$ cat config.mk
export PLATFORM = sky130hd
export DESIGN_NAME = drive_control_source_selector
export DESIGN_NICKNAME = d
export VERILOG_FILES = /design/src/core/drive_control_source_selector.v /design/src/core/input_macro_table.v
export VERILOG_INCLUDE_DIRS = /design/src /design/src/core
export SDC_FILE = /design/constraint.sdc
export NUM_CORES = 1
export LEC_CHECK = 0
export BUFFER_PORTS_ARGS = -buffer_cell sky130_fd_sc_hd__buf_2
export CAP_MARGIN = 10
export CORE_ASPECT_RATIO = 1.25
export CORE_MARGIN = 5
export CORE_UTILIZATION = 60
export CTS_CLUSTER_DIAMETER = 80
export DETAILED_ROUTE_END_ITERATION = 12
export PLACE_DENSITY = 0.88
export SETUP_SLACK_MARGIN = 0.15
export SLEW_MARGIN = 10
export SYNTH_ARGS = -nofsm -noshare
export SYNTH_HDL_FRONTEND = slang
export SYNTH_SLANG_ARGS = --single-unit
export TNS_END_PERCENT = 5
$ cat constraint.sdc
create_clock -name clk -period 13.5 [get_ports clk]
set_clock_uncertainty 0.2 [all_clocks]
set_input_delay 0.675 -clock clk [delete_from_list [all_inputs] [get_ports clk]]
set_output_delay 0.675 -clock clk [all_outputs]
set_load 0.1 [all_outputs]
$ cat src/core/drive_ctl_defines.vh
// Overview of operation
// - Source setting 0 takes run and stop from the terminals, speed from analog input 1 or 2 by select input, and terminal roles from the macro setting.
// - Source settings 1 (one direction) and 2 (both directions) run from the keypad start and stop keys with the keypad speed.
// - In keypad control the start-behaviour setting can make digital input 1 start the drive directly.
// - Source setting 3 takes run and stop from the terminal strip and speed from the PI controller output.
// - Source setting 4 takes commands and speed from a fitted fieldbus module, else from the Modbus RTU port.
// - Source settings 4, 5 and 6 block operation while digital input 1 is open, so the far side must hold it closed.
// - Source setting 5 copies the master's start, stop and frequency with the configured scaling.
// - Source setting 6 takes commands and speed over the CAN bus.
// - The menu code unlocks the extended menu when it equals the level-one code and the advanced group when it equals the level-two code.
// - The power-on autostart setting decides whether a run request present at power-up starts the drive.
// - In keypad mode the start-behaviour setting decides the start speed and whether enable alone starts the drive.
// - The macro setting picks from a fixed table the function of each digital terminal except input 1 outside terminal and PI control, which is the enable;
//   analog terminal roles follow the source setting.
`ifndef DRIVE_CTL_DEFINES_VH
`define DRIVE_CTL_DEFINES_VH
// register byte offsets
`define A_CFG 8'h00
`define A_CODE 8'h04
`define A_LVL1 8'h08
`define A_LVL2 8'h0c
`define A_KREF 8'h10
`define A_SCALE 8'h14
`define A_STAT 8'h18
`define A_TMAP 8'h1c
// configuration fields
`define CFG_SRC_LSB 0
`define CFG_MAC_LSB 8
`define CFG_AUTO_BIT 16
`define CFG_DIRECT_BIT 17
`define CFG_KEEP_BIT 18
// reset values and keypad reference step
`define SRC_RST 3'h0
`define MAC_RST 5'h01
`define AUTO_RST 1'b0
`define KSB_RST 2'h0
`define CODE_RST 16'h0000
`define LVL1_RST 16'h0065
`define LVL2_RST 16'h00c9
`define KREF_RST 16'h0000
`define SCALE_RST 16'h0100
`define KREF_STEP 16'h0010
// control source settings
`define M_TERM 3'h0
`define M_KPD1 3'h1
`define M_KPD2 3'h2
`define M_PI 3'h3
`define M_FB 3'h4
`define M_SLV 3'h5
`define M_CAN 3'h6
// one-hot select bit positions
`define S_AI 0
`define S_KPD 1
`define S_PI 2
`define S_OPT 3
`define S_MB 4
`define S_MST 5
`define S_CAN 6
// terminal function codes
`define F_NONE 4'h0
`define F_RUN_FWD 4'h1
`define F_RUN_REV 4'h2
`define F_STOP_NC 4'h3
`define F_DIR_REV 4'h4
`define F_AI2_SEL 4'h5
`define F_TRIP_NC 4'h6
`define F_INC 4'h7
`define F_DEC 4'h8
`define F_ENABLE 4'h9
`define F_AI_REF 4'h1
`define F_AI_FB 4'h2
`endif

$ cat src/core/drive_control_source_selector.v
// The register offsets and the APB interface to the registers were decided locally.
`timescale 1ns/1ps
`default_nettype none
`include "drive_ctl_defines.vh"
module drive_control_source_selector #(
  parameter DW = 16
) (
  input wire clk,
  input wire rst,
  input wire [7:0] paddr,
  input wire psel,
  input wire penable,
  input wire pwrite,
  input wire [31:0] pwdata,
  output reg [31:0] prdata,
  output reg pready,
  output reg pslverr,
  input wire [4:0] di,
  input wire [DW-1:0] ai1_ref,
  input wire [DW-1:0] ai2_ref,
  input wire [DW-1:0] pi_ref,
  input wire kpd_start,
  input wire kpd_stop,
  input wire kpd_up,
  input wire kpd_down,
  input wire opt_present,
  input wire opt_run,
  input wire opt_rev,
  input wire [DW-1:0] opt_ref,
  input wire mb_run,
  input wire mb_rev,
  input wire [DW-1:0] mb_ref,
  input wire mst_run,
  input wire mst_rev,
  input wire [DW-1:0] mst_ref,
  input wire can_run,
  input wire can_rev,
  input wire [DW-1:0] can_ref,
  output reg run_cmd,
  output reg reverse_cmd,
  output reg [DW-1:0] speed_ref,
  output reg [5:0] cmd_src,
  output reg [6:0] ref_src,
  output reg op_blocked,
  output reg ext_menu,
  output reg adv_menu,
  output reg [19:0] di_func,
  output reg [7:0] ai_func
);
  reg [2:0] src_r;
  reg [4:0] mac_r;
  reg auto_r;
  reg [1:0] ksb_r;
  reg [15:0] code_r;
  reg [15:0] lvl1_r;
  reg [15:0] lvl2_r;
  reg [DW-1:0] kref_r;
  reg [15:0] scale_r;
  reg kpd_run_r;
  reg kpd_rev_r;
  reg auto_blk_r;
  reg [4:0] di_prev_r;

  // one-hot speed reference select; out-of-range acts as terminal
  function [6:0] ref_onehot;
    input [2:0] m;
    input present;
    begin
      ref_onehot = 7'h00;
      case (m)
        `M_KPD1, `M_KPD2: ref_onehot[`S_KPD] = 1'b1;
        `M_PI: ref_onehot[`S_PI] = 1'b1;
        `M_FB: begin
          if (present) begin
            ref_onehot[`S_OPT] = 1'b1;
          end else begin
            ref_onehot[`S_MB] = 1'b1;
          end
        end
        `M_SLV: ref_onehot[`S_MST] = 1'b1;
        `M_CAN: ref_onehot[`S_CAN] = 1'b1;
        default: ref_onehot[`S_AI] = 1'b1;
      endcase
    end
  endfunction

  // true when any input with the given function is at level one
  function any_func;
    input [19:0] f;
    input [4:0] lvl;
    input [3:0] code;
    integer i;
    begin
      any_func = 1'b0;
      for (i = 0; i < 5; i = i + 1) begin
        if (f[4*i +: 4] == code && lvl[i]) begin
          any_func = 1'b1;
        end
      end
    end
  endfunction

  // saturating add/subtract for the motorised pot
  function [DW-1:0] step_ref;
    input [DW-1:0] v;
    input up;
    reg [DW:0] s;
    begin
      s = {1'b0, v};
      if (up) begin
        s = s + {1'b0, `KREF_STEP};
        step_ref = s[DW] ? {DW{1'b1}} : s[DW-1:0];
      end else begin
        step_ref = (v < `KREF_STEP) ? {DW{1'b0}} : v - `KREF_STEP;
      end
    end
  endfunction

  // terminal speed reference: analog 2 while its select input is closed
  function [DW-1:0] term_ref;
    input sel2;
    input [DW-1:0] a1;
    input [DW-1:0] a2;
    begin
      term_ref = sel2 ? a2 : a1;
    end
  endfunction

  wire [2:0] mode = (src_r > `M_CAN) ? `M_TERM : src_r;
  wire [19:0] dif;
  wire [7:0] aif;

  input_macro_table input_macro_table_i (
    .macro(mac_r),
    .mode(mode),
    .di_func(dif),
    .ai_func(aif)
  );

  wire [6:0] sel = ref_onehot(mode, opt_present);
  wire [5:0] csel = {sel[`S_CAN], sel[`S_MST], sel[`S_MB],
                     sel[`S_OPT], sel[`S_KPD],
                     sel[`S_AI] | sel[`S_PI]};

  wire en_in = di[0];
  wire t_fwd = any_func(dif, di, `F_RUN_FWD);
  wire t_rev = any_func(dif, di, `F_RUN_REV);
  wire t_dir = any_func(dif, di, `F_DIR_REV);
  wire stop_open = any_func(dif, ~di, `F_STOP_NC);
  wire trip_open = any_func(dif, ~di, `F_TRIP_NC);
  wire t_ai2 = any_func(dif, di, `F_AI2_SEL);
  wire inc_edge = any_func(dif, di & ~di_prev_r, `F_INC);
  wire dec_edge = any_func(dif, di & ~di_prev_r, `F_DEC);
  wire term_run = (t_fwd | t_rev) & ~stop_open;
  wire term_rev = t_rev | t_dir;
  wire kpd_mode = sel[`S_KPD];
  wire direct = ksb_r[0];

  // digital input 1 gates fieldbus, slave and CAN operation
  wire en_gate = (mode == `M_FB || mode == `M_SLV ||
                  mode == `M_CAN) & ~en_in;
  wire blocked = en_gate | trip_open;

  reg req_run;
  reg req_rev;
  reg [DW-1:0] req_ref;
  reg [DW+15:0] prod;
  always @* begin
    req_run = term_run;
    req_rev = term_rev;
    req_ref = term_ref(t_ai2, ai1_ref, ai2_ref);
    prod = mst_ref * scale_r;
    case (1'b1)
      sel[`S_KPD]: begin
        req_run = kpd_run_r;
        req_rev = kpd_rev_r;
        req_ref = kref_r;
      end
      sel[`S_PI]: req_ref = pi_ref;
      sel[`S_OPT]: begin
        req_run = opt_run;
        req_rev = opt_rev;
        req_ref = opt_ref;
      end
      sel[`S_MB]: begin
        req_run = mb_run;
        req_rev = mb_rev;
        req_ref = mb_ref;
      end
      sel[`S_MST]: begin
        req_run = mst_run;
        req_rev = mst_rev;
        // scale is 8.8 fixed point; result saturates
        req_ref = (|prod[DW+15:DW+8]) ? {DW{1'b1}} : prod[DW+7:8];
      end
      sel[`S_CAN]: begin
        req_run = can_run;
        req_rev = can_rev;
        req_ref = can_ref;
      end
      default: req_ref = term_ref(t_ai2, ai1_ref, ai2_ref);
    endcase
  end

  wire run_nxt = req_run & ~blocked & ~auto_blk_r;
  wire kpd_start_ev = kpd_mode & en_in & ~kpd_run_r &
                      (direct | kpd_start);

  // apb: zero-wait; data and error are captured in the setup cycle
  wire setup = psel & ~penable;
  wire wr = psel & penable & pready & pwrite & ~pslverr;
  wire mapped = (paddr == `A_CFG) || (paddr == `A_CODE) ||
                (paddr == `A_LVL1) || (paddr == `A_LVL2) ||
                (paddr == `A_KREF) || (paddr == `A_SCALE) ||
                (paddr == `A_STAT) || (paddr == `A_TMAP);

  reg [31:0] rd;
  always @* begin
    rd = 32'h0000_0000;
    case (paddr)
      `A_CFG: begin
        rd[`CFG_SRC_LSB +: 3] = src_r;
        rd[`CFG_MAC_LSB +: 5] = mac_r;
        rd[`CFG_AUTO_BIT] = auto_r;
        rd[`CFG_DIRECT_BIT] = ksb_r[0];
        rd[`CFG_KEEP_BIT] = ksb_r[1];
      end
      `A_CODE: rd[15:0] = code_r;
      `A_LVL1: rd[15:0] = lvl1_r;
      `A_LVL2: rd[15:0] = lvl2_r;
      `A_KREF: rd[DW-1:0] = kref_r;
      `A_SCALE: rd[15:0] = scale_r;
      `A_STAT: rd = {10'h000, auto_blk_r, adv_menu, ext_menu,
                     op_blocked, reverse_cmd, run_cmd, 2'h0,
                     cmd_src, 1'b0, ref_src};
      `A_TMAP: rd = {4'h0, ai_func, di_func};
      default: rd = 32'h0000_0000;
    endcase
  end

  always @(posedge clk or posedge rst) begin
    if (rst) begin
      prdata <= 32'h0000_0000;
      pready <= 1'b0;
      pslverr <= 1'b0;
    end else begin
      pready <= setup;
      pslverr <= setup & ~mapped;
      if (setup) begin
        prdata <= rd;
      end
    end
  end

  // settings and keypad state
  always @(posedge clk or posedge rst) begin
    if (rst) begin
      src_r <= `SRC_RST;
      mac_r <= `MAC_RST;
      auto_r <= `AUTO_RST;
      ksb_r <= `KSB_RST;
      code_r <= `CODE_RST;
      lvl1_r <= `LVL1_RST;
      lvl2_r <= `LVL2_RST;
      kref_r <= `KREF_RST;
      scale_r <= `SCALE_RST;
      kpd_run_r <= 1'b0;
      kpd_rev_r <= 1'b0;
      di_prev_r <= 5'h00;
    end else begin
      di_prev_r <= di;
      if (!kpd_mode || !en_in) begin
        kpd_run_r <= 1'b0;
        kpd_rev_r <= 1'b0;
      // direct start ignores the stop key; only dropping enable or leaving keypad mode stops it
      end else if (direct) begin
        kpd_run_r <= 1'b1;
      end else if (kpd_stop) begin
        kpd_run_r <= 1'b0;
      end else if (kpd_start) begin
        kpd_run_r <= 1'b1;
        // start while running flips direction in two-way keypad
        if (kpd_run_r && mode == `M_KPD2) begin
          kpd_rev_r <= ~kpd_rev_r;
        end
      end
      if (kpd_start_ev && !ksb_r[1]) begin
        kref_r <= {DW{1'b0}};
      end else if (kpd_mode && (kpd_up || inc_edge)) begin
        kref_r <= step_ref(kref_r, 1'b1);
      end else if (kpd_mode && (kpd_down || dec_edge)) begin
        kref_r <= step_ref(kref_r, 1'b0);
      end
      // software writes land last so they win a same-cycle clash
      if (wr) begin
        case (paddr)
          `A_CFG: begin
            src_r <= pwdata[`CFG_SRC_LSB +: 3];
            mac_r <= pwdata[`CFG_MAC_LSB +: 5];
            auto_r <= pwdata[`CFG_AUTO_BIT];
            ksb_r <= {pwdata[`CFG_KEEP_BIT], pwdata[`CFG_DIRECT_BIT]};
          end
          `A_CODE: code_r <= pwdata[15:0];
          `A_LVL1: lvl1_r <= pwdata[15:0];
          `A_LVL2: lvl2_r <= pwdata[15:0];
          `A_KREF: kref_r <= pwdata[DW-1:0];
          `A_SCALE: scale_r <= pwdata[15:0];
          default: code_r <= code_r;
        endcase
      end
    end
  end

  // outputs; autostart block holds until the run request first drops or autostart is set
  always @(posedge clk or posedge rst) begin
    if (rst) begin
      auto_blk_r <= 1'b1;
      run_cmd <= 1'b0;
      reverse_cmd <= 1'b0;
      speed_ref <= {DW{1'b0}};
      cmd_src <= 6'h01;
      ref_src <= 7'h01;
      op_blocked <= 1'b0;
      ext_menu <= 1'b0;
      adv_menu <= 1'b0;
      di_func <= 20'h00000;
      ai_func <= 8'h00;
    end else begin
      if (auto_r || !req_run) begin
        auto_blk_r <= 1'b0;
      end
      run_cmd <= run_nxt;
      reverse_cmd <= req_rev;
      speed_ref <= req_ref;
      cmd_src <= csel;
      ref_src <= sel;
      op_blocked <= blocked;
      ext_menu <= (code_r == lvl1_r) || (code_r == lvl2_r);
      adv_menu <= (code_r == lvl2_r);
      di_func <= dif;
      ai_func <= aif;
    end
  end
endmodule
`default_nettype wire

$ cat src/core/input_macro_table.v
`timescale 1ns/1ps
`default_nettype none
`include "drive_ctl_defines.vh"
module input_macro_table (
  input wire [4:0] macro,
  input wire [2:0] mode,
  output reg [19:0] di_func,
  output reg [7:0] ai_func
);
  // four bits per digital input, input 1 in the low nibble
  always @* begin
    ai_func = {`F_AI_REF, `F_AI_REF};
    case (macro)
      5'h00: di_func = {`F_NONE, `F_AI2_SEL, `F_DIR_REV, `F_NONE,
                        `F_RUN_FWD};
      5'h01: di_func = {`F_NONE, `F_AI2_SEL, `F_NONE, `F_RUN_REV,
                        `F_RUN_FWD};
      5'h02: di_func = {`F_NONE, `F_TRIP_NC, `F_STOP_NC, `F_RUN_REV,
                        `F_RUN_FWD};
      5'h03: di_func = {`F_NONE, `F_DEC, `F_INC, `F_DIR_REV,
                        `F_RUN_FWD};
      5'h04: di_func = {`F_NONE, `F_TRIP_NC, `F_AI2_SEL, `F_DIR_REV,
                        `F_RUN_FWD};
      default: di_func = {`F_NONE, `F_NONE, `F_NONE, `F_RUN_REV,
                          `F_RUN_FWD};
    endcase
    if (mode == `M_PI) begin
      ai_func = {`F_AI_FB, `F_AI_REF};
    end
    // outside terminal and PI control input 1 is the hardware enable
    if (mode != `M_TERM && mode != `M_PI) begin
      di_func[3:0] = `F_ENABLE;
    end
  end
endmodule
`default_nettype wire

# After elaboration in Yosys (flattened, before gate mapping)
# Index checks and enable logic that the tools add are counted.
[word_totals]
word_cells = 295
register_bits = 195
input_bits = 175
[op_classes]
reduce_logical = 78
n_bitwise = 30
n_addsub = 2
magnitude_cmp = 2
multipliers = 1
n_eq_ne = 62
n_mux = 94
[ops]
columns = ["operator", "count"]
rows = [
  ["$mux 16", 15],
  ["$pmux 16 s5", 1],
  ["$mux 1", 68],
  ["$eq 4x3->1 const B", 16],
  ["$logic_and 1x1->1", 45],
  ["$pmux 5 s8", 1],
  ["$pmux 5 s7", 1],
  ["$eq 16x16->1", 2],
  ["$eq 4x2->1 const B", 8],
  ["$eq 8x5->1 const B", 4],
  ["$mul 16x16->32", 1],
  ["$pmux 3 s8", 1],
  ["$pmux 3 s7", 1],
  ["$pmux 9 s2", 1],
  ["$add 16x5->17 const B", 1],
  ["$eq 4x1->1 const B", 4],
  ["$eq 4x3->1 const AB", 4],
  ["$eq 4x4->1 const B", 4],
  ["$eq 8x4->1 const B", 2],
  ["$lt 16x5->1 const B", 1],
  ["$sub 16x5->16 const B", 1],
  ["$logic_or 1x1->1", 14],
  ["$and 1x1->1", 13],
  ["$eq 5x2->1 const B", 2],
  ["other kinds (32)", 58],
]

# Longest topological paths before layout
# Gate-level depths: netlist of the first run.
[logic_depth]
depth_word = 22
mapped_depth = 26
mapped_depth_nobuf = 22

# Cells and area by module
# Synthesis of the first run repeated with hierarchy kept, for this count alone.
[hier_totals]
hier_cells = 2064
hier_area_um2 = 19258.5
[modules_own_cells]
columns = ["module", "cells_per_inst", "n_inst", "area_each_um2", "seq_area_each_um2"]
rows = [
  ["drive_control_source_selector", 2023, 1, 18994.5, 4670.7],
  ["input_macro_table", 41, 1, 264.0, 0.0],
]

# Worst setup path after synthesis of the first run
# Ideal clock, no wire load.
[synth_timing]
path_type = "reg2reg"
start = "register scale_r[8]"
end = "register speed_ref[11]"
required_ns = 13.174
synth_period_minus_slack_ns = 6.763
path_slack_ns = 6.737
path_buffers = 3
t_arrival_ns = 6.438
stages_incl_launch_ff = 26
path_cell_list = "dfstp_2 clkbuf_1 clkbuf_1 nand2_1 fa_1 inv_1 fa_1 inv_1 fa_1 inv_1 fa_1 fa_1 inv_1 fa_1 inv_1 ha_1 and2_1 a21boi_0 o21ai_0 a21o_1 a311oi_1 xnor2_1 o2111ai_2 nor4b_4 buf_6 a21oi_2"
[synth_via]
elab_chain_len = 8
[synth_rtl]
columns = ["element", "line", "rtl"]
rows = [
  ["start: declaration", "drive_control_source_selector.v:58", "reg [15:0] scale_r;"],
  ["start signal: assignment", "drive_control_source_selector.v:266", "scale_r <= `SCALE_RST;"],
  ["start signal: assignment", "drive_control_source_selector.v:307", "`A_SCALE: scale_r <= pwdata[15:0];"],
  ["$mul 16x16->32 (*)", "drive_control_source_selector.v:172", "prod = mst_ref * scale_r;"],
  ["$reduce_or 8->1", "drive_control_source_selector.v:194", "req_ref = (|prod[DW+15:DW+8]) ? {DW{1'b1}} : prod[DW+7:8];"],
  ["$mux 16 (*)", "drive_control_source_selector.v:194", ""],
  ["$mux 16 (*) (5 in series)", "drive_control_source_selector.v:173", "case (1'b1)"],
  ["named net req_ref[11]", "drive_control_source_selector.v:166", "reg [DW-1:0] req_ref;"],
  ["end signal: assignment", "drive_control_source_selector.v:320", "speed_ref <= {DW{1'b0}};"],
  ["end signal: assignment", "drive_control_source_selector.v:334", "speed_ref <= req_ref;"],
  ["end: declaration", "drive_control_source_selector.v:41", "output reg [DW-1:0] speed_ref,"],
]
# The timed path passes the listed nets; every way through them passes the cells marked *.
# A chain may end at the register's enable or synchronous reset.

# Worst setup path after layout of the first run
[layout_timing]
start = "register scale_r[7]"
end = "register speed_ref[13]"
# The elaborated chain is that of the path after synthesis.

==> metrics.yaml, run 1 <==
outcome:
  status: "finished clean"
detailed_routing:
  detailedRoute.firstIterationViolations: 1422
  detailroute.via_count: 15592
  number_of_design_rule_violations_left_after_detail_routing: 0
  detail_route.vias_per_cell: 6.13
  route.detailed.wl_per_inst_um: 21.4
  drt_pre_antenna_iters: 6
  final_antenna_violating_net_count: 0
  totalWireLength_um: 54400
cts:
  clk_root_buf: "clkbuf_16"
  clk_latency_ns: 0.43
  cts.reportedPaths.clkPinSlew_ns: 0.07
  htreeDepth: 4
  postCtsSetupRepairBufs: 0
  tritoncts.num_buffers: 17
  post_cts_resized: 0
  numClockSinks: 163
  cts_tree: "built"
  holdBufCountCts: 0
  max-clock-path-buffers: 2
yosys:
  muxShareOfSynthArea: 0.0766
  main_combinational_cell_family_by_area_after_synthesis: "adder cells"
  post_synth_instance_area_um2: 18200
  synth_simple_gate_area_share: 0.164
  synth.ff_latch_count: 163
  synth-xor-area-share: 0.0332
  synth.distinct_cells: 86
  yosys.area.top_type_share: 0.212
  synth.area.top_cells: "fa_1 21%, dfrtp_1 21%, ha_1 7.1%"
  syn_area_per_cell_um2: 9.14
  synth_flop_cell: "dfrtp_1"
  synthesis.instances: 1990
  synth_top_area_cell: "fa_1"
  synthAdderAreaFrac: 0.283
  synth_sequential_area_ratio: 0.225
  compound_gate_portion_of_the_synthesized_area: 0.125
  synth_edf_count: 0
  yosys_warnings: 0
  synth-async-reset-ratio: 1.00
floorplanning:
  coreArea_um2: 30000
  floorplan.rows: 71
  floorplan.initialDensity: 0.606
  ios: 271
  die_height_um: 205
  die_area_um2: 33900
  die_w_um: 166
worst_setup_path:
  r2r_slack_ns: 6.13
  critPathCaptureType: "flip-flop"
  crit_required_ns: 13.59
  crit_path_kind: "reg -> reg"
  startpoint_type: "flip-flop"
  worstRegToRegCells: 23
  timing.critical_path.arrival_ns: 7.46
  crit_path_max_fanout: 18
timing:
  period_share: 0.546
  tns_ns: 0
  setup_viol_count_final: 0
  layout_min_cycle_time_ns: 7.37
  tightestPinTransition_ns: 1.22
  max_slew_margin: 0.183
  rsz0062_at_grt: "false"
  hold_viol: 0
  achievable-frequency_mhz: 136
  timing_max_transition_violations_final: 0
  hold_slack_ns: 0.198
layout:
  n_fill_cell: 2362
  layout-drive-gt1-share: 0.195
  layout-area-overhead-vs-synth_pct: 9.62
  ff_latch_area_um2: 4100
  area_of_combinational_cells_with_multiple_inputs_um2: 12500
  antenna_cells_inserted: 0
  num-nets-final: 2602
place:
  detailedPlacementHpwl_um: 42500
  routabilityCongestion: 0.974
  placement.io_buffers: 234
global_route:
  pin_count_of_the_biggest_net_entering_global_routing: 104
  grt_overflow: 0
  grt_first_pass_wirelength_um: 86300
  via_count_of_the_first_global_routing_pass: 16396
  grt_antenna_before_repair: 1
  globalRouteTotalUtil: 0.318
pwr:
  cellPowerDensity_nw_per_um2: 64.7
  total_leakage_power_nw: 10.1
  power.ir.vdd_worst_mv: 0.0817
hold_path:
  hold_depth: 1
  holdCritPathClass: "in -> reg"
run:
  max_cap_violations: 0
-- path summary, 6_finish.rpt --
kind / start / endpoint
setup / recovery: scale_r[7] / speed_ref[13]
hold / removal: di[2] / di_prev_r[2]
setup reg to reg: scale_r[7] / speed_ref[13]
hold reg to reg: auto_r / auto_blk_r
max in group asynchronous: rst / speed_ref[7]
min in group asynchronous: rst / prdata[9]
-- sequential cells by signal, summed over array words and instances (netlist names), 2 cells and up --
register / cells
prdata: 24
code_r: 16
kref_r: 16
lvl1_r: 16
lvl2_r: 16
scale_r: 16
speed_ref: 16
di_func: 10
ref_src: 6
mac_r: 5
src_r: 3
ai_func: 2
cmd_src: 2
di_prev_r: 2
ksb_r: 2
-- final cells by class --
class / count / area share
tap: 401 / 0.0252
clock buffer: 19 / 0.0222
inverter: 258 / 0.0488
multi-input combinational: 1446 / 0.627
clock inverter: 13 / 0.00841
timing repair buffer: 245 / 0.0629
sequential: 163 / 0.205
-- synth_stat cells, types with 5 or more instances --
master	instances
xor2_1	23
xnor2_1	44
a22o_1	12
o221ai_1	5
nand2_1	232
a211oi_1	8
mux2_1	8
and3_1	8
inv_1	256
and4_1	5
nand4_1	19
mux2_2	75
a31oi_1	18
a221oi_1	15
buf_2	18
a22oi_1	28
a21oi_2	13
o21a_1	7
fa_1	193
a21o_1	13
clkbuf_1	88
nor2b_1	8
or2_2	7
a21oi_1	76
buf_4	33
o22ai_1	8
dfrtp_1	150
and2_1	148
mux2i_1	39
o21ai_0	88
nor4_1	6
dfstp_2	13
ha_1	103
nor3b_1	6
nor3_1	33
nand3_1	14
nor2_1	74
nand2b_1	9
-- routing by layer --
metal	track usage	wire length, µm
met3	0.0606	4550
met1	0.378	19800
met4	0.185	3540
met5	0	13
met2	0.543	26500
-- layout by cell type (no fill, tap or decap), drive strengths merged, types with 83 or more instances in the layout --
cell,netlist,final
a21oi,91,91
and2,148,148
buf,56,245
dfrtp,150,150
fa,193,193
ha,103,103
inv,256,262
mux2,83,83
nand2,235,235
o21ai,96,96
-- power by group --
part / internal [W] / switching (W)
Combinational: 0.0000615 / 0.000195
Clock: 0.000285 / 0.000224
Sequential: 0.000503 / 0.0000223
-- cell families after synthesis --
group	after synthesis
adders and majority gates	296
xor gates and xnor gates	68
DFF	163
other	2
and+or+nand+nor	592
AOI/OAI and AO/OA	342
muxes	125
buffers and inverters	402
-- through the flow --
step / setup slack (ns) / cell area [µm²] / utilization / cells / power, W
finish: 6.13 / 19900 / 0.664 / 2545 / 0.00129
global route: 5.87 / 19900 / 0.664 / 2545 / 0.00132
CTS: 6.20 / 19900 / 0.664 / 2545 / 0.00129
detailed placement: 6.16 / 19300 / 0.644 / 2513 / 0.000786
global placement: 6.21 / 19300 / 0.644 / 2513 / 0.000782
floorplan: 6.74 / 18300 / - / 2011 / 0.000712
-- critical path, stage by stage, from the launching register on --
cell       delay, ns
dfrtp_1         0.89
nand2_1         0.18
fa_1            0.58
inv_1           0.05
fa_1            0.50
inv_1           0.05
fa_1            0.53
inv_1           0.06
fa_1            0.48
fa_1            0.50
inv_1           0.05
fa_1            0.48
inv_1           0.05
ha_1            0.35
and2_1          0.19
a21boi_0        0.36
o21ai_0         0.15
a21o_1          0.19
a311oi_1        0.31
xnor2_1         0.18
o2111ai_2       0.17
nor4b_4         0.24
buf_4           0.31
a311oi_1        0.15
Power figures use the tool's default switching activity.
==> run 2, diff against run 1 <==
--- a/config.mk
+++ b/config.mk
@@ -10,10 +10,10 @@
 export CAP_MARGIN = 10
 export CORE_ASPECT_RATIO = 1.25
 export CORE_MARGIN = 5
-export CORE_UTILIZATION = 60
+export CORE_UTILIZATION = 54
 export CTS_CLUSTER_DIAMETER = 80
 export DETAILED_ROUTE_END_ITERATION = 12
-export PLACE_DENSITY = 0.88
+export PLACE_DENSITY = 0.84
 export SETUP_SLACK_MARGIN = 0.15
 export SLEW_MARGIN = 10
 export SYNTH_ARGS = -nofsm -noshare
==> constraint.sdc (replaced) <==
create_clock -name clk -period 6.1 [get_ports clk]
set_clock_uncertainty 0.2 [all_clocks]
set_input_delay 0.305 -clock clk [delete_from_list [all_inputs] [get_ports clk]]
set_output_delay 0.305 -clock clk [all_outputs]
set_load 0.1 [all_outputs]
==> metrics.yaml, run 2 (synthesis results as in run 1) <==
outcome:
  status: "finished, violations left"
  failed_checks: "setup timing"
worst_setup_path:
  critPathCaptureType: "flip-flop"
  worstRegToRegCells: 23
  crit_required_ns: 6.20
  r2r_slack_ns: -0.44
  crit_path_kind: "reg -> reg"
  timing.critical_path.arrival_ns: 6.64
  r2r-end: "speed_ref[13]"
  crit_path_max_fanout: 6
  critical_path.reg2reg.startpoint: "scale_r[8]"
  startpoint_type: "flip-flop"
layout:
  layout-drive-gt1-share: 0.264
  max_ffs_per_register: 24
  num-nets-final: 2744
  area_of_combinational_cells_with_multiple_inputs_um2: 12800
  n_fill_cell: 2641
  regMostFlops: "prdata"
  layout_commonest_cell: "inv_1"
  ff_latch_area_um2: 4110
  commonest_cells_after_routing_fill_and_taps_aside: "253 x inv_1, 234 x buf_2, 230 x nand2_1"
  fin_area_um2: 21500
  layout-area-overhead-vs-synth_pct: 18.1
  final_core_util: 0.643
floorplanning:
  die_w_um: 174
  floorplan.rows: 75
  ios: 271
  die_area_um2: 37500
  die_height_um: 215
  floorplan.initialDensity: 0.545
  coreArea_um2: 33400
timing:
  layout_min_cycle_time_ns: 6.54
  setup_viol_count_final: 16
  setup_ws_ns: -0.443
  max_slew_margin: 0.169
  hold_viol: 0
  timing_max_transition_violations_final: 0
  achievable-frequency_mhz: 153
  rsz0062_at_grt: "true"
  tightestPinTransition_ns: 1.24
  period_share: 1.07
detailed_routing:
  detailroute.via_count: 16513
  totalWireLength_um: 61500
  detail_route.vias_per_cell: 6.09
  route.detailed.wl_per_inst_um: 22.7
  final_antenna_violating_net_count: 0
  detailedRoute.firstIterationViolations: 1286
  number_of_design_rule_violations_left_after_detail_routing: 0
  drt_pre_antenna_iters: 6
global_route:
  grt_first_pass_wirelength_um: 96800
  grt_overflow: 0
  via_count_of_the_first_global_routing_pass: 17797
  globalRouteTotalUtil: 0.327
  grt_antenna_before_repair: 1
  pin_count_of_the_biggest_net_entering_global_routing: 91
cts:
  tritoncts.num_buffers: 17
  clk_latency_ns: 0.45
  cts.reportedPaths.clkPinSlew_ns: 0.07
  max-clock-path-buffers: 2
  htreeDepth: 4
  clk_root_buf: "clkbuf_16"
  numClockSinks: 163
  cts_tree: "built"
place:
  routabilityCongestion: 0.988
  placement.io_buffers: 234
  detailedPlacementHpwl_um: 48300
  detailed_place.area_um2: 20300
hold_path:
  hold_depth: 3
  holdCritPathClass: "in -> reg"
  timing.hold.worst.start: "pwdata[3]"
  min_to: "kref_r[3]"
pwr:
  design_power_total_w: 0.00299
  cellPowerDensity_nw_per_um2: 139
  power.ir.vdd_worst_mv: 0.196
  total_leakage_power_nw: 10.9
run:
  max_cap_violations: 0
[run 2: what timing repair did]
item / CTS / global route
cloned: 1 / 0
endpoints found under the setup margin: 16 / 16
buffers inserted: 16 / 1
endpoints found under the hold margin: 91 / 0
hold buffers: 10 / 0
resized for setup: 50 / 3
pin swaps: 40 / 6
[run 2: worst max-delay path by stage]
stage / startpoint / to / cells after the start
2_1_floorplan: scale_r[8] / speed_ref[11] / 25
3_3_place_gp: scale_r[7] / speed_ref[13] / 21
3_5_place_dp: scale_r[7] / speed_ref[13] / 21
4_1_cts: scale_r[8] / speed_ref[13] / 26
5_1_grt: scale_r[4] / speed_ref[8] / 23
6_report: scale_r[8] / speed_ref[13] / 23
[run 2: power breakdown]
part	total [W]	internal, W	switching (W)	leakage [nW]
Combinational	0.000611	0.000164	0.000448	8.45
Clock	0.00122	0.000705	0.000513	0.319
Sequential	0.00116	0.00111	0.0000512	2.13
Total	0.00299	0.00198	0.00101	10.9
[run 2: area by class of cell]
type                       count  share of cell area
clock buffer                  17              0.0198
clock inverter                15              0.0109
inverter                     258              0.0453
timing repair buffer         387               0.113
antenna                        1            0.000116
multi-input combinational   1446               0.595
sequential                   163               0.191
tap                          423              0.0246
[run 2: routing by layer]
metal  up-vias  track usage  share of wire
met4         0        0.226          0.078
met5         -            0              0
met2      1042        0.554           0.49
met1      8088        0.376           0.35
li1       7063            -              -
met3       320       0.0552          0.081
[run 2: metrics by stage]
step	TNS [ns]	setup slack [ns]	hold slack, ns	std cells
after global placement	-7.03	-0.464	0.222	2649
after floorplan	-2.70	-0.217	0.136	2011
final	-6.49	-0.443	0.0100	2710
after detailed placement	-9.82	-0.651	0.249	2649
after global routing	-9.33	-0.613	0.00488	2709
after CTS	-4.86	-0.334	0.00267	2708
[run 2: critical path, stage by stage, from the launching register on]
cell	delay [ns]
dfstp_2	0.57
buf_12	0.13
buf_4	0.11
nand2_1	0.07
fa_2	0.36
fa_1	0.57
inv_1	0.07
fa_1	0.47
fa_1	0.52
fa_1	0.56
inv_1	0.06
fa_1	0.49
inv_1	0.07
ha_4	0.24
a21oi_4	0.20
o21ai_2	0.12
o31ai_4	0.33
a31oi_4	0.09
or3_1	0.37
a31oi_1	0.18
nor4b_4	0.23
buf_6	0.17
buf_12	0.12
a311oi_2	0.08
